`config.mk`:
```
export PLATFORM = sky130hd
export DESIGN_NAME = mmp_memory_map_page_registers
export DESIGN_NICKNAME = d
export VERILOG_FILES = /design/src/logic/mmp_memory_map_page_registers.v
export VERILOG_INCLUDE_DIRS = /design/src /design/src/logic
export SDC_FILE = /design/constraint.sdc
export NUM_CORES = 1
export LEC_CHECK = 0
export ABC_AREA = 1
export CORE_MARGIN = 1
export CORE_UTILIZATION = 60
export CTS_BUF_LIST = sky130_fd_sc_hd__clkbuf_4 sky130_fd_sc_hd__clkbuf_8
export CTS_CLUSTER_DIAMETER = 100
export DETAILED_ROUTE_END_ITERATION = 6
export DONT_BUFFER_PORTS = 1
export PLACE_DENSITY_LB_ADDON = 0.12
export SLEW_MARGIN = 10
export SYNTH_ARGS = -nofsm -noshare
export SYNTH_HDL_FRONTEND = slang
export SYNTH_SLANG_ARGS = --single-unit
```
`constraint.sdc`:
```
create_clock -name clk_sys -period 3 [get_ports clk_sys]
set_input_delay 0.3 -clock clk_sys [delete_from_list [all_inputs] [get_ports clk_sys]]
set_output_delay 0.3 -clock clk_sys [all_outputs]
set_load 0.02 [all_outputs]
```
`src/logic/mmp_map.vh`:
```
// Purpose: constants for the memory map page register bank
// Assumes: apb byte addresses are four times the printed register index
// Notes:   definitions only
`ifndef MMP_MAP_VH
`define MMP_MAP_VH
`define MMP_IDX_MODE      8'h0b
`define MMP_IDX_GLOBAL_PAGE_INDEX     8'h10
`define MMP_IDX_DIRECT    8'h11
`define MMP_IDX_VISCTL    8'h13
`define MMP_IDX_PROGRAM_PAGE_INDEX     8'h15
`define MMP_IDX_STATUS    8'h20
`define MMP_MODE_BIT      7
`define MMP_VIS_SCRATCH   7
`define MMP_VIS_DATAIFR   5
`define MMP_VIS_PROGIFR   4
`define MMP_VIS_MASK      8'hb0
`define MMP_GLOBAL_PAGE_INDEX_RST     7'h00
`define MMP_DIRECT_RST    8'h00
`define MMP_VIS_RST       8'h00
`define MMP_PROGRAM_PAGE_INDEX_RST     8'hfe
`define MMP_PROGRAM_PAGE_INDEX_FIXED   8'hff
`define MMP_PIFR_BASE     23'h400000
`define MMP_PIFR_LAST     23'h403fff
`endif

```
`src/logic/mmp_memory_map_page_registers.v`:
```
// Purpose: page and mode registers of the memory mapping controller
// Assumes: apb slave, 32-bit data, single clock clk_sys at 40 MHz
// Notes:   address outputs are registered, one cycle after the inputs
//
// Contract
// - mode follows the mode pin in reset, latched into bit 7 at release.
// - a refused mode transition leaves the bit and locks it outside special mode.
// - mode register writes are ignored while the device is secured.
// - global load/store address is global page bits over the cpu local address.
// - global page index is seven bits, read and write anytime, 128 pages.
// - direct page writes anytime in special mode, once only in normal mode.
// - direct addressing takes address bits 15:8 from the direct page register.
// - global direct access takes top bits from global page, else local expansion.
// - direct page placement applies to global and local mapping.
// - bit 7 of visibility control shows scratch ram in the global map.
// - bit 5 of visibility control shows the data flash information row.
// - bit 4 maps the program information row to 0x40_0000-0x40_3fff.
// - program page index selects the 16KB flash block in window 0x8000-0xbfff.
// - cpu may read and write the program page index during far call and return.
// - program page index resets to 0xfe.
// - local range 0xc000-0xffff always maps to program page 0xff.
//
// The implementer's own choice: the APB register port.
`timescale 1ns/1ps
`include "mmp_map.vh"
module mmp_memory_map_page_registers (
   input  wire        clk_sys,
   input  wire        rst,
   input  wire        clkEn,
   input  wire        modePin,
   input  wire        secured,
   input  wire        psel,
   input  wire        penable,
   input  wire        pwrite,
   input  wire [11:0] paddr,
   input  wire [31:0] pwdata,
   input  wire [3:0]  pstrb,
   output wire        pready,
   output reg  [31:0] prdata,
   output wire        pslverr,
   input  wire [15:0] localAddr,
   input  wire        globalInstr,
   input  wire        directMode,
   input  wire        farPageWrite,
   input  wire [7:0]  farPageData,
   output wire [7:0]  farPageRead,
   output reg  [22:0] globalAddr_r,
   output wire        specialMode,
   output wire        scratchRamVisible,
   output wire        dataInfoRowVisible,
   output wire        programInfoRowVisible,
   output reg         progInfoRowHit_r
);
   reg        modeSync1_r;
   reg        modeSync2_r;
   reg        modeSync3_r;
   reg        inReset_r;
   reg [1:0]  modeFill_r;
   reg        mode_select_bit_r;
   reg        modeLock_r;
   reg [6:0]  global_page_bits_r;
   reg [7:0]  direct_page_bits_r;
   reg        directWritten_r;
   reg [7:0]  visibility_r;
   reg [7:0]  program_page_bits_r;
   reg [22:0] globalAddr_nxt;
   reg [15:0] effLocal;
   reg [31:0] rdMux;
   reg        hitMap;

   wire       access  = psel & penable;
   wire       wrEn    = access & pwrite & pstrb[0] & clkEn;
   wire [9:0] regIdx  = paddr[11:2];
   wire       alignOk = (paddr[1:0] == 2'b00);

   function [22:0] expandLocal;
      input [15:0] la;
      input [7:0]  page;
      begin
         if (la[15:14] == 2'b11)
            expandLocal = {1'b1, `MMP_PROGRAM_PAGE_INDEX_FIXED, la[13:0]};
         else if (la[15:14] == 2'b10)
            expandLocal = {1'b1, page, la[13:0]};
         else
            expandLocal = {7'h00, la};
      end
   endfunction

   function isReg;
      input [9:0] idx;
      input [7:0] want;
      begin
         isReg = (idx == {2'b00, want});
      end
   endfunction

   assign pready  = 1'b1;
   assign pslverr = access & (~hitMap | ~alignOk);
   assign specialMode = ~mode_select_bit_r;
   assign scratchRamVisible     = visibility_r[`MMP_VIS_SCRATCH];
   assign dataInfoRowVisible    = visibility_r[`MMP_VIS_DATAIFR];
   assign programInfoRowVisible = visibility_r[`MMP_VIS_PROGIFR];
   assign farPageRead = program_page_bits_r;

   always @* begin
      hitMap = isReg(regIdx, `MMP_IDX_MODE) | isReg(regIdx, `MMP_IDX_GLOBAL_PAGE_INDEX) |
               isReg(regIdx, `MMP_IDX_DIRECT) | isReg(regIdx, `MMP_IDX_VISCTL) |
               isReg(regIdx, `MMP_IDX_PROGRAM_PAGE_INDEX) | isReg(regIdx, `MMP_IDX_STATUS);
      rdMux = 32'h00000000;
      if (isReg(regIdx, `MMP_IDX_MODE))
         rdMux = {24'h000000, mode_select_bit_r, 7'h00};
      else if (isReg(regIdx, `MMP_IDX_GLOBAL_PAGE_INDEX))
         rdMux = {25'h0000000, global_page_bits_r};
      else if (isReg(regIdx, `MMP_IDX_DIRECT))
         rdMux = {24'h000000, direct_page_bits_r};
      else if (isReg(regIdx, `MMP_IDX_VISCTL))
         rdMux = {24'h000000, visibility_r};
      else if (isReg(regIdx, `MMP_IDX_PROGRAM_PAGE_INDEX))
         rdMux = {24'h000000, program_page_bits_r};
      else if (isReg(regIdx, `MMP_IDX_STATUS))
         rdMux = {29'h00000000, secured, directWritten_r, modeLock_r};
   end

   always @(posedge clk_sys or posedge rst) begin
      if (rst)
         prdata <= 32'h00000000;
      else if (clkEn & psel & ~penable & ~pwrite)
         prdata <= rdMux;
   end

   // pin crossing, three stages
   always @(posedge clk_sys or posedge rst) begin
      if (rst) begin
         modeSync1_r <= 1'b0;
         modeSync2_r <= 1'b0;
         modeSync3_r <= 1'b0;
         inReset_r   <= 1'b1;
         modeFill_r  <= 2'b00;
      end else if (clkEn) begin
         modeSync1_r <= modePin;
         modeSync2_r <= modeSync1_r;
         modeSync3_r <= modeSync2_r;
         // stages hold reset zeros until filled, so wait before trusting them
         modeFill_r  <= {modeFill_r[0], 1'b1};
         if (modeFill_r[1] & (modeSync2_r == modeSync3_r))
            inReset_r <= 1'b0;
      end
   end

   // mode bit and its lock
   always @(posedge clk_sys or posedge rst) begin
      if (rst) begin
         mode_select_bit_r <= 1'b0;
         modeLock_r        <= 1'b0;
      end else if (clkEn) begin
         if (inReset_r) begin
            if (modeFill_r[1] & (modeSync2_r == modeSync3_r))
               mode_select_bit_r <= modeSync3_r;
         end else if (wrEn & isReg(regIdx, `MMP_IDX_MODE) & ~secured) begin
            if (~mode_select_bit_r)
               mode_select_bit_r <= pwdata[`MMP_MODE_BIT];
            else if (~pwdata[`MMP_MODE_BIT])
               modeLock_r <= 1'b1;
         end
      end
   end

   // page and control registers
   always @(posedge clk_sys or posedge rst) begin
      if (rst) begin
         global_page_bits_r  <= `MMP_GLOBAL_PAGE_INDEX_RST;
         direct_page_bits_r  <= `MMP_DIRECT_RST;
         directWritten_r     <= 1'b0;
         visibility_r        <= `MMP_VIS_RST;
         program_page_bits_r <= `MMP_PROGRAM_PAGE_INDEX_RST;
      end else if (clkEn) begin
         if (wrEn & isReg(regIdx, `MMP_IDX_GLOBAL_PAGE_INDEX))
            global_page_bits_r <= pwdata[6:0];
         if (wrEn & isReg(regIdx, `MMP_IDX_DIRECT) & (specialMode | ~directWritten_r)) begin
            direct_page_bits_r <= pwdata[7:0];
            directWritten_r    <= 1'b1;
         end
         if (wrEn & isReg(regIdx, `MMP_IDX_VISCTL))
            visibility_r <= pwdata[7:0] & `MMP_VIS_MASK;
         // far call wins, completes same cycle
         if (farPageWrite)
            program_page_bits_r <= farPageData;
         else if (wrEn & isReg(regIdx, `MMP_IDX_PROGRAM_PAGE_INDEX))
            program_page_bits_r <= pwdata[7:0];
      end
   end

   // address translation
   always @* begin
      effLocal = localAddr;
      if (directMode)
         effLocal = {direct_page_bits_r, localAddr[7:0]};
      if (globalInstr)
         globalAddr_nxt = {global_page_bits_r, effLocal};
      else
         globalAddr_nxt = expandLocal(effLocal, program_page_bits_r);
   end

   always @(posedge clk_sys or posedge rst) begin
      if (rst) begin
         globalAddr_r     <= 23'h000000;
         progInfoRowHit_r <= 1'b0;
      end else if (clkEn) begin
         globalAddr_r     <= globalAddr_nxt;
         progInfoRowHit_r <= programInfoRowVisible & (globalAddr_nxt >= `MMP_PIFR_BASE) &
                             (globalAddr_nxt <= `MMP_PIFR_LAST);
      end
   end
endmodule // mmp_memory_map_page_registers

```
## After elaboration in Yosys (flattened, before gate mapping)

Cells that the tools add are included.

| operators by class | value |
|---|---|
| bitwise logic cells | 34 |
| order comparisons | 2 |
| muxes and demuxes | 16 |
| equality and inequality tests | 10 |
| reductions and logical operators | 10 |

Operators with widths:

| operator | number |
|---|---|
| 2-to-1 mux 23 bit | 3 |
| 2-to-1 mux 8 bit | 7 |
| equality test 10 x 5 -> 1 bit (second input constant) | 4 |
| greater-or-equal comparator 23 bit (second input constant) | 1 |
| less-or-equal comparator 23 bit (second input constant) | 1 |
| bitwise AND 1 bit | 18 |
| 2-to-1 mux 16 bit | 1 |
| equality test 10 x 4 -> 1 bit (second input constant) | 1 |
| equality test 10 x 6 -> 1 bit (second input constant) | 1 |
| AND reduction 2 bit | 5 |
| NOT 1 bit | 9 |
| bitwise OR 1 bit | 7 |
| AND reduction 5 bit | 1 |
| equality test 2 bit (second input constant) | 2 |
| 2-to-1 mux 1 bit | 4 |
| nonzero test 2 bit | 2 |
| 2-to-1 mux 3 bit | 1 |
| AND reduction 3 bit | 1 |
| logical NOT 2 bit | 1 |
| != test 2 x 1 -> 1 bit (second input constant) | 1 |
| equality test 1 bit | 1 |

| storage, ports and cells | value |
|---|---|
| bits of input ports | 83 |
| logic and storage cells | 87 |
| register bits | 91 |
| output and inout bits | 70 |

## Depth between registers and ports, before layout

Gate-level depths: netlist (run 1).

| logic depth | value |
|---|---|
| word-level depth | 9 |
| depth in mapped cells | 10 |
| depth with buffers taken out | 10 |

## Worst setup path before layout (run 1)

No wires, ideal clock.

| timing | value |
|---|---|
| path type | input-to-output |
| start | in paddr[4] |
| end | out pslverr |
| stages on the path | 8 |
| slack | 1.550 ns |
| buffers on the path | 0 |
| data required time | 2.700 ns |
| arrival | 1.150 ns |
| path through | nor2_1 > nand2_2 > inv_1 > nand2_1 > nor2_1 > nor2_1 > nand3_1 > a21oi_1 |

| between the ends | value |
|---|---|
| cells in the longest elaborated chain, start to end | 9 |
| elaborated cells on any way between the ends | 14 |
| those cells by class | eq/ne (6); bitwise (8) |

Ends and longest elaborated chain:

| what | RTL line | source |
|---|---|---|
| from (decl) | mmp_memory_map_page_registers.v:35 | `input wire [11:0] paddr,` |
| equality test 10 x 4 -> 1 bit / equality test 10 x 5 -> 1 bit (equally long branches) | mmp_memory_map_page_registers.v:93 | `isReg = (idx == {2'b00, want});` |
| bitwise OR 1 bit (4 in series) | mmp_memory_map_page_registers.v:106 | `` hitMap = isReg(regIdx, `MMP_IDX_MODE) \| isReg(regIdx, `MMP_IDX_GLOBAL_PAGE_INDEX) \| `` |
| bitwise OR 1 bit (*) | mmp_memory_map_page_registers.v:106 |  |
| NOT 1 bit (*) | mmp_memory_map_page_registers.v:98 | `assign pslverr = access & (~hitMap \| ~alignOk);` |
| bitwise OR 1 bit (*) | mmp_memory_map_page_registers.v:98 |  |
| bitwise AND 1 bit (*) | mmp_memory_map_page_registers.v:98 |  |
| to (decl) | mmp_memory_map_page_registers.v:40 | `output wire pslverr,` |

Every way passes the cells marked *; elsewhere a longest branch is shown, timed or not.

## Final worst setup path (run 1)

| timing | value |
|---|---|
| start | in paddr[11] |
| end | out pslverr |

The elaborated chain is that of the path after synthesis.

==> results.tsv, run 1 <==
metric	value	unit
ys flop type	dfrtp_1	
FP Rows	28	
Placer Congestion	0.8660	
Layout Nets	545	
CTS resizes	0	
Starting Density	62.01	%
number of fillers in the final layout	541	
crit end category	output pin	
final setup TNS	0	ns
largest net degree at the start of global routing	38	
chip height	80.00	um
Iter 0 DRT Violations	266	
Synth Area in Compound Gates	13.75	%
die area	6399	um2
DR WL met3	546	um
max layer used	met4	
synth-to-layout area growth	3.325	%
met2 WL	3.991	mm
relative slew slack	46.24	%
cell taking the most area after synthesis	dfrtp_1	
core area	5886	um2
DRC Markers	0	
Adder-Cell Fraction of Synth Area	0	%
Leakage	1.910	nW
Distinct cells, synth	29	
Slew Limit Fails	0	
Mapped Area	3650	um2
YS warnings	0	
final setup fails	0	
Hold Path Class	input port to asynchronous set/reset pin	
Synth Area in Simple Gates	28.69	%
first-pass GRT wire length	12.95	mm
status	finished, violations left	
sequential area share after synthesis	46.21	%
synthesized area per cell	7.849	um2
M1 WL	3.526	mm
initial antenna violation count	0	
Yosys reg bits	67	
die width	80.00	um
Synth top cells by count	148 x nand2_1, 59 x dfrtp_1, 42 x o21ai_0, 39 x inv_1, 39 x nor2_1	
Final Skew	0.005016	ns
dpl ws	1.245	ns
setup ws final	1.249	ns
largest cells by area after synthesis	dfrtp_1 40%, nand2_1 15%, dfstp_2 5.8%	
async set-reset flop share out of synthesis	100.0	%
via count	2963	
VDD IR max	0.0003126	V
Data required, critical path	2.70	ns
failing checks	hold timing	
worst-margin pin slew	0.8052	ns
Reg clk slew, reported paths	0.07	ns
CP startpoint kind	input port	
DR pass1 iterations	5	
FMAX	571.3	MHz
final hold vios	28	
EDFF count, synth	0	
top-count cell post-synth	nand2_1	
power density over cell area	530.8	nW/um2
IO Count	153	
Clock Latency Late Sink	0.35	ns
CTS tree	built	
Hold-fix buffers, CTS	0	
largest family of logic cells by synthesized area	simple AND/OR/NAND/NOR gates	
xor and xnor area share after synthesis	0	%
layout cell share with drive strength beyond 1	13.49	%
total CTS buffers	9	
H-tree depth	3	
Final ANT Viol Nets	0	
worst-case clock buffer depth	2	
Gate Count Post-Synth	465	
CP arrival	1.45	ns
maxcap violations	0	
DR WL/cell	15.09	um
RSZ-0062 raised after global routing	false	
Total Wirelength	8.180	mm
Clock Tree Root	clkbuf_8	
clk sink count	67	
proportion of synthesized area in mux cells	0	%
total grt overflow	0	
hold slack final	-0.01759	ns
highest net fanout along the worst path	13	
PortBufs	0	
post-route clock period utilization	58.35	%
DR vias/cell	5.467	
clock period minus worst slack	1.751	ns
WS Path Type	input port to output pin	
number of global-route vias before repair	2635	
GRT Total Usage	27.34	%
HPWL after DPL	6.056	mm
antenna fix cells	0	
post-CTS setup repair buffer count	0	
top-area cell type share of the netlist area	40.45	%
-- worst max-delay path, cell delays in order --
cell and delay [ns]:
nor2_4 0.25, nand2_2 0.13, nor3_1 0.40, nor2_1 0.08, nand3_1 0.11, a21oi_1 0.17
-- placed cells by master (no fill, tap or decap), types with 2 or more instances in the layout --
cell,count
nor3_1,3
nand4_1,10
a21oi_1,3
nand2_2,2
clkinv_2,3
nor2_2,2
dfrtp_1,59
a31oi_1,6
clkbuf_8,10
o21ai_2,24
o21ai_0,42
inv_2,2
nor2_1,39
conb_1,25
nand3b_1,3
dfstp_2,8
nand2_1,148
nand3_1,26
inv_1,38
nor2_4,3
-- cell type report --
cell class | instances | area [um2] | share of cell area [%]
clock buffer | 10 | 137.6 | 3.650
inverter | 40 | 150.1 | 3.981
multi-input combinational | 343 | 1643 | 43.56
sequential | 67 | 1687 | 44.72
timing repair buffer | 1 | 20.02 | 0.5309
clock inverter | 6 | 40.04 | 1.062
tap | 75 | 93.84 | 2.488
-- per-layer routing --
layer,global-route usage [%],vias to the layer above
met1,36.40,1398
met4,9.821,0
li1,-,1445
met5,0,-
met3,5.943,9
met2,43.85,111
-- per-stage QoR --
stage / power [mW] / hold slack (ns) / std cells / cell area, um2 / util, %
6_report: 2.002 / -0.01759 / 542 / 3771 / 64.07
5_1_grt: 2.089 / 0.05145 / 542 / 3771 / 64.07
4_1_cts: 2.005 / 0.01716 / 542 / 3771 / 64.07
3_5_place_dp: 1.325 / 0.3865 / 526 / 3593 / 61.05
3_3_place_gp: 1.320 / 0.3757 / 526 / 3593 / 61.05
2_1_floorplan: 1.300 / 0.4114 / 488 / 3736 / -
-- worst paths after layout --
check,startpoint,to,slack [ns],depth (start not counted)
worst min-delay path,rst,prdata[6],-0.02,1
worst min register to register,modeFill_r[0],modeFill_r[0],0.45,2
worst max register to register,mode_select_bit_r,direct_page_bits_r[0],1.56,4
worst max-delay path,paddr[11],pslverr,1.25,6
min in group clk_sys,clkEn,globalAddr_r[21],0.06,1
max in group asynchronous,rst,inReset_r,2.32,2
-- kinds of logic after synthesis --
logic type	Yosys count
flip-flops	67
AO/OA/AOI/OAI	77
other	2
buffers and inverters	78
AND/OR/NAND/NOR	241
-- registers in the layout (all words and copies together) (netlist names) --
signal / cells
globalAddr_r: 23
direct_page_bits_r: 8
farPageRead: 8
prdata: 8
global_page_bits_r: 7
visibility_r: 3
modeFill_r: 2
directWritten_r: 1
inReset_r: 1
modeLock_r: 1
modeSync1_r: 1
modeSync2_r: 1
modeSync3_r: 1
mode_select_bit_r: 1
progInfoRowHit_r: 1
-- report_power, final --
part / internal [mW] / total, mW / switching, mW
registers: 0.971 / 1.08 / 0.110
clock network: 0.322 / 0.694 / 0.371
logic: 0.0597 / 0.227 / 0.167
(Power assumes the default switching activity.)
==> run 2, diff against run 1 <==
==> constraint.sdc (replaced) <==
create_clock -name clk_sys -period 1.4 [get_ports clk_sys]
set_input_delay 0.14 -clock clk_sys [delete_from_list [all_inputs] [get_ports clk_sys]]
set_output_delay 0.14 -clock clk_sys [all_outputs]
set_load 0.02 [all_outputs]
==> results.tsv, run 2 (synthesis results as in run 1) <==
metric	value	unit	change
status	completed		
PortBufs	0		unchanged
reg2reg setup slack	0.11	ns	-1.45 ns
commonest non-fill, non-tap cells in the layout	148 x nand2_1, 59 x dfrtp_1, 41 x o21ai_0		
clock share of power	34.6	%	about the same
crit end category	register		
critical hold path startpoint	clkEn		
Hold Path Class	input port to register		
FMAX	775.5	MHz	
WS Path Type	register to register		
highest net fanout along the worst path	9		-4
sw frac	30.95	%	-1.4 points
DR WL/cell	15.43	um	+2.2%
sw power	1.403	mW	+120%
GRT Total Usage	29.79	%	+2.4 points
Slew Limit Fails	0		unchanged
Iter 0 DRT Violations	276		+3.8%
FP Rows	28		unchanged
VDD IR max	0.0006376	V	+100%
Internal Power	3.130	mW	+130%
Starting Density	62.01	%	unchanged
Seq pwr share	49.9	%	-4.1 points
number of global-route vias before repair	2865		+8.7%
Leakage	2.134	nW	+12%
worst reg2reg path depth	8		+4
max FFs per register	23		unchanged
chip height	80.00	um	unchanged
layout cell share with drive strength beyond 1	17.22	%	+3.7 points
relative slew slack	39.66	%	-6.6 points
synth-to-layout area growth	14.98	%	
post-CTS setup repair buffer count	0		unchanged
Clock Latency Late Sink	0.35	ns	about the same
clock period minus worst slack	1.289	ns	
total grt overflow	0		unchanged
Final ANT Viol Nets	0		unchanged
core area	5886	um2	unchanged
Largest Register	globalAddr_r		
post-route clock period utilization	92.10	%	
Hold Crit Depth	2		
worst-case clock buffer depth	2		unchanged
Gate power share	15.5	%	+4.2 points
CTS tree	built		
final hold vios	0		-100%
CP startpoint kind	register		
DRC Markers	0		unchanged
Data required, critical path	1.69	ns	-1.01 ns
DP Area	3782	um2	+5.3%
total CTS buffers	9		unchanged
leading cell type in the layout, fill and taps excluded	nand2_1		
antenna fix cells	0		unchanged
HPWL after DPL	6.494	mm	+7.2%
maxcap violations	0		unchanged
hold slack final	0.004938	ns	+0.02252 ns
DR pass1 iterations	5		unchanged
clk sink count	67		unchanged
Final Skew	0.005208	ns	+0.0001913 ns
H-tree depth	3		unchanged
Total Wirelength	9.040	mm	+11%
DR vias/cell	5.312		-2.8%
Tot Pwr	4.532	mW	+130%
die area	6399	um2	unchanged
Placer Congestion	0.8908		+2.9%
via count	3113		+5.1%
Layout Nets	589		+8.1%
power density over cell area	1080	nW/um2	+100%
design area	4197	um2	+11%
setup ws final	0.1106	ns	-1.139 ns
initial antenna violation count	0		unchanged
end-of-flow core utilization	71.30	%	+7.2 points
die width	80.00	um	unchanged
Worst Setup SP	direct_page_bits_r[7]		
first-pass GRT wire length	14.03	mm	+8.3%
dpl ws	0.02699	ns	-1.218 ns
FF-to-FF Start	direct_page_bits_r[7]		
Clock Tree Root	clkbuf_8		
final setup fails	0		unchanged
largest net degree at the start of global routing	33		-13%
CP arrival	1.58	ns	+0.13 ns
IO Count	153		unchanged
Reg clk slew, reported paths	0.07	ns	about the same
worst-margin pin slew	0.9052	ns	+0.09997 ns
[run 2: cell types whose count changed in the layout (fill, tap and decap cells not counted), moves of 2 or more]
cell           delta
clkbuf_8          +2
dlygate4sd3_1    +20
buf_4            +22
clkinv_2          -2
[run 2: through the flow]
| step | setup TNS [ns] | cells |
|---|---|---|
| 2_1_floorplan | 0 | 488 |
| 4_1_cts | 0 | 586 |
| 3_5_place_dp | 0 | 549 |
| 6_report | 0 | 586 |
| 5_1_grt | -0.004525 | 586 |
| 3_3_place_gp | 0 | 549 |
[run 2: final cells by class]
type,count,area [um2]
multi-input combinational,343,1650
clock inverter,3,21.27
timing repair buffer,45,417.9
fill,489,1689
inverter,40,153.9
tap,75,93.84
sequential,67,1687
clock buffer,13,172.7
[run 2: critical path: stages (launching register included)]
cell and delay [ns]:
dfrtp_1 0.39, nand2_1 0.07, nand2_1 0.25, nand2_1 0.08, nand2_1 0.07, nand2_1 0.06, nor2_1 0.14, nand4_1 0.09
nand2_1 0.06
[run 2: final timing paths]
kind                                          to
worst max-delay path            progInfoRowHit_r
min in group asynchronous       globalAddr_r[18]
worst max register to register  progInfoRowHit_r
worst min-delay path               modeFill_r[0]
worst min register to register        modeLock_r
max in group asynchronous              inReset_r
[run 2: per-layer routing]
layer	routed length, um	global-route usage [%]	part of all wire (%)	vias to the layer above
li1	-	-	-	1532
met1	3834	39.14	42	1422
met2	4376	48.80	48	147
met3	676	7.771	7.5	12
met4	153	7.857	1.7	0
met5	0	0	0	-
[run 2: repair_timing]
item                       CTS  global route
hold buffers                21             0
setup endpoints to repair    0             3
hold endpoints to repair    37             0
gates resized for setup      0             4
[run 2: power by group through the flow]
stage	combinational, mW	sequential, mW	clock, mW
finish	0.704	2.26	1.57
global route	0.780	2.27	1.68
CTS	0.701	2.26	1.58
detailed placement	0.635	2.29	0
global placement	0.623	2.29	0
floorplan	0.476	2.31	0
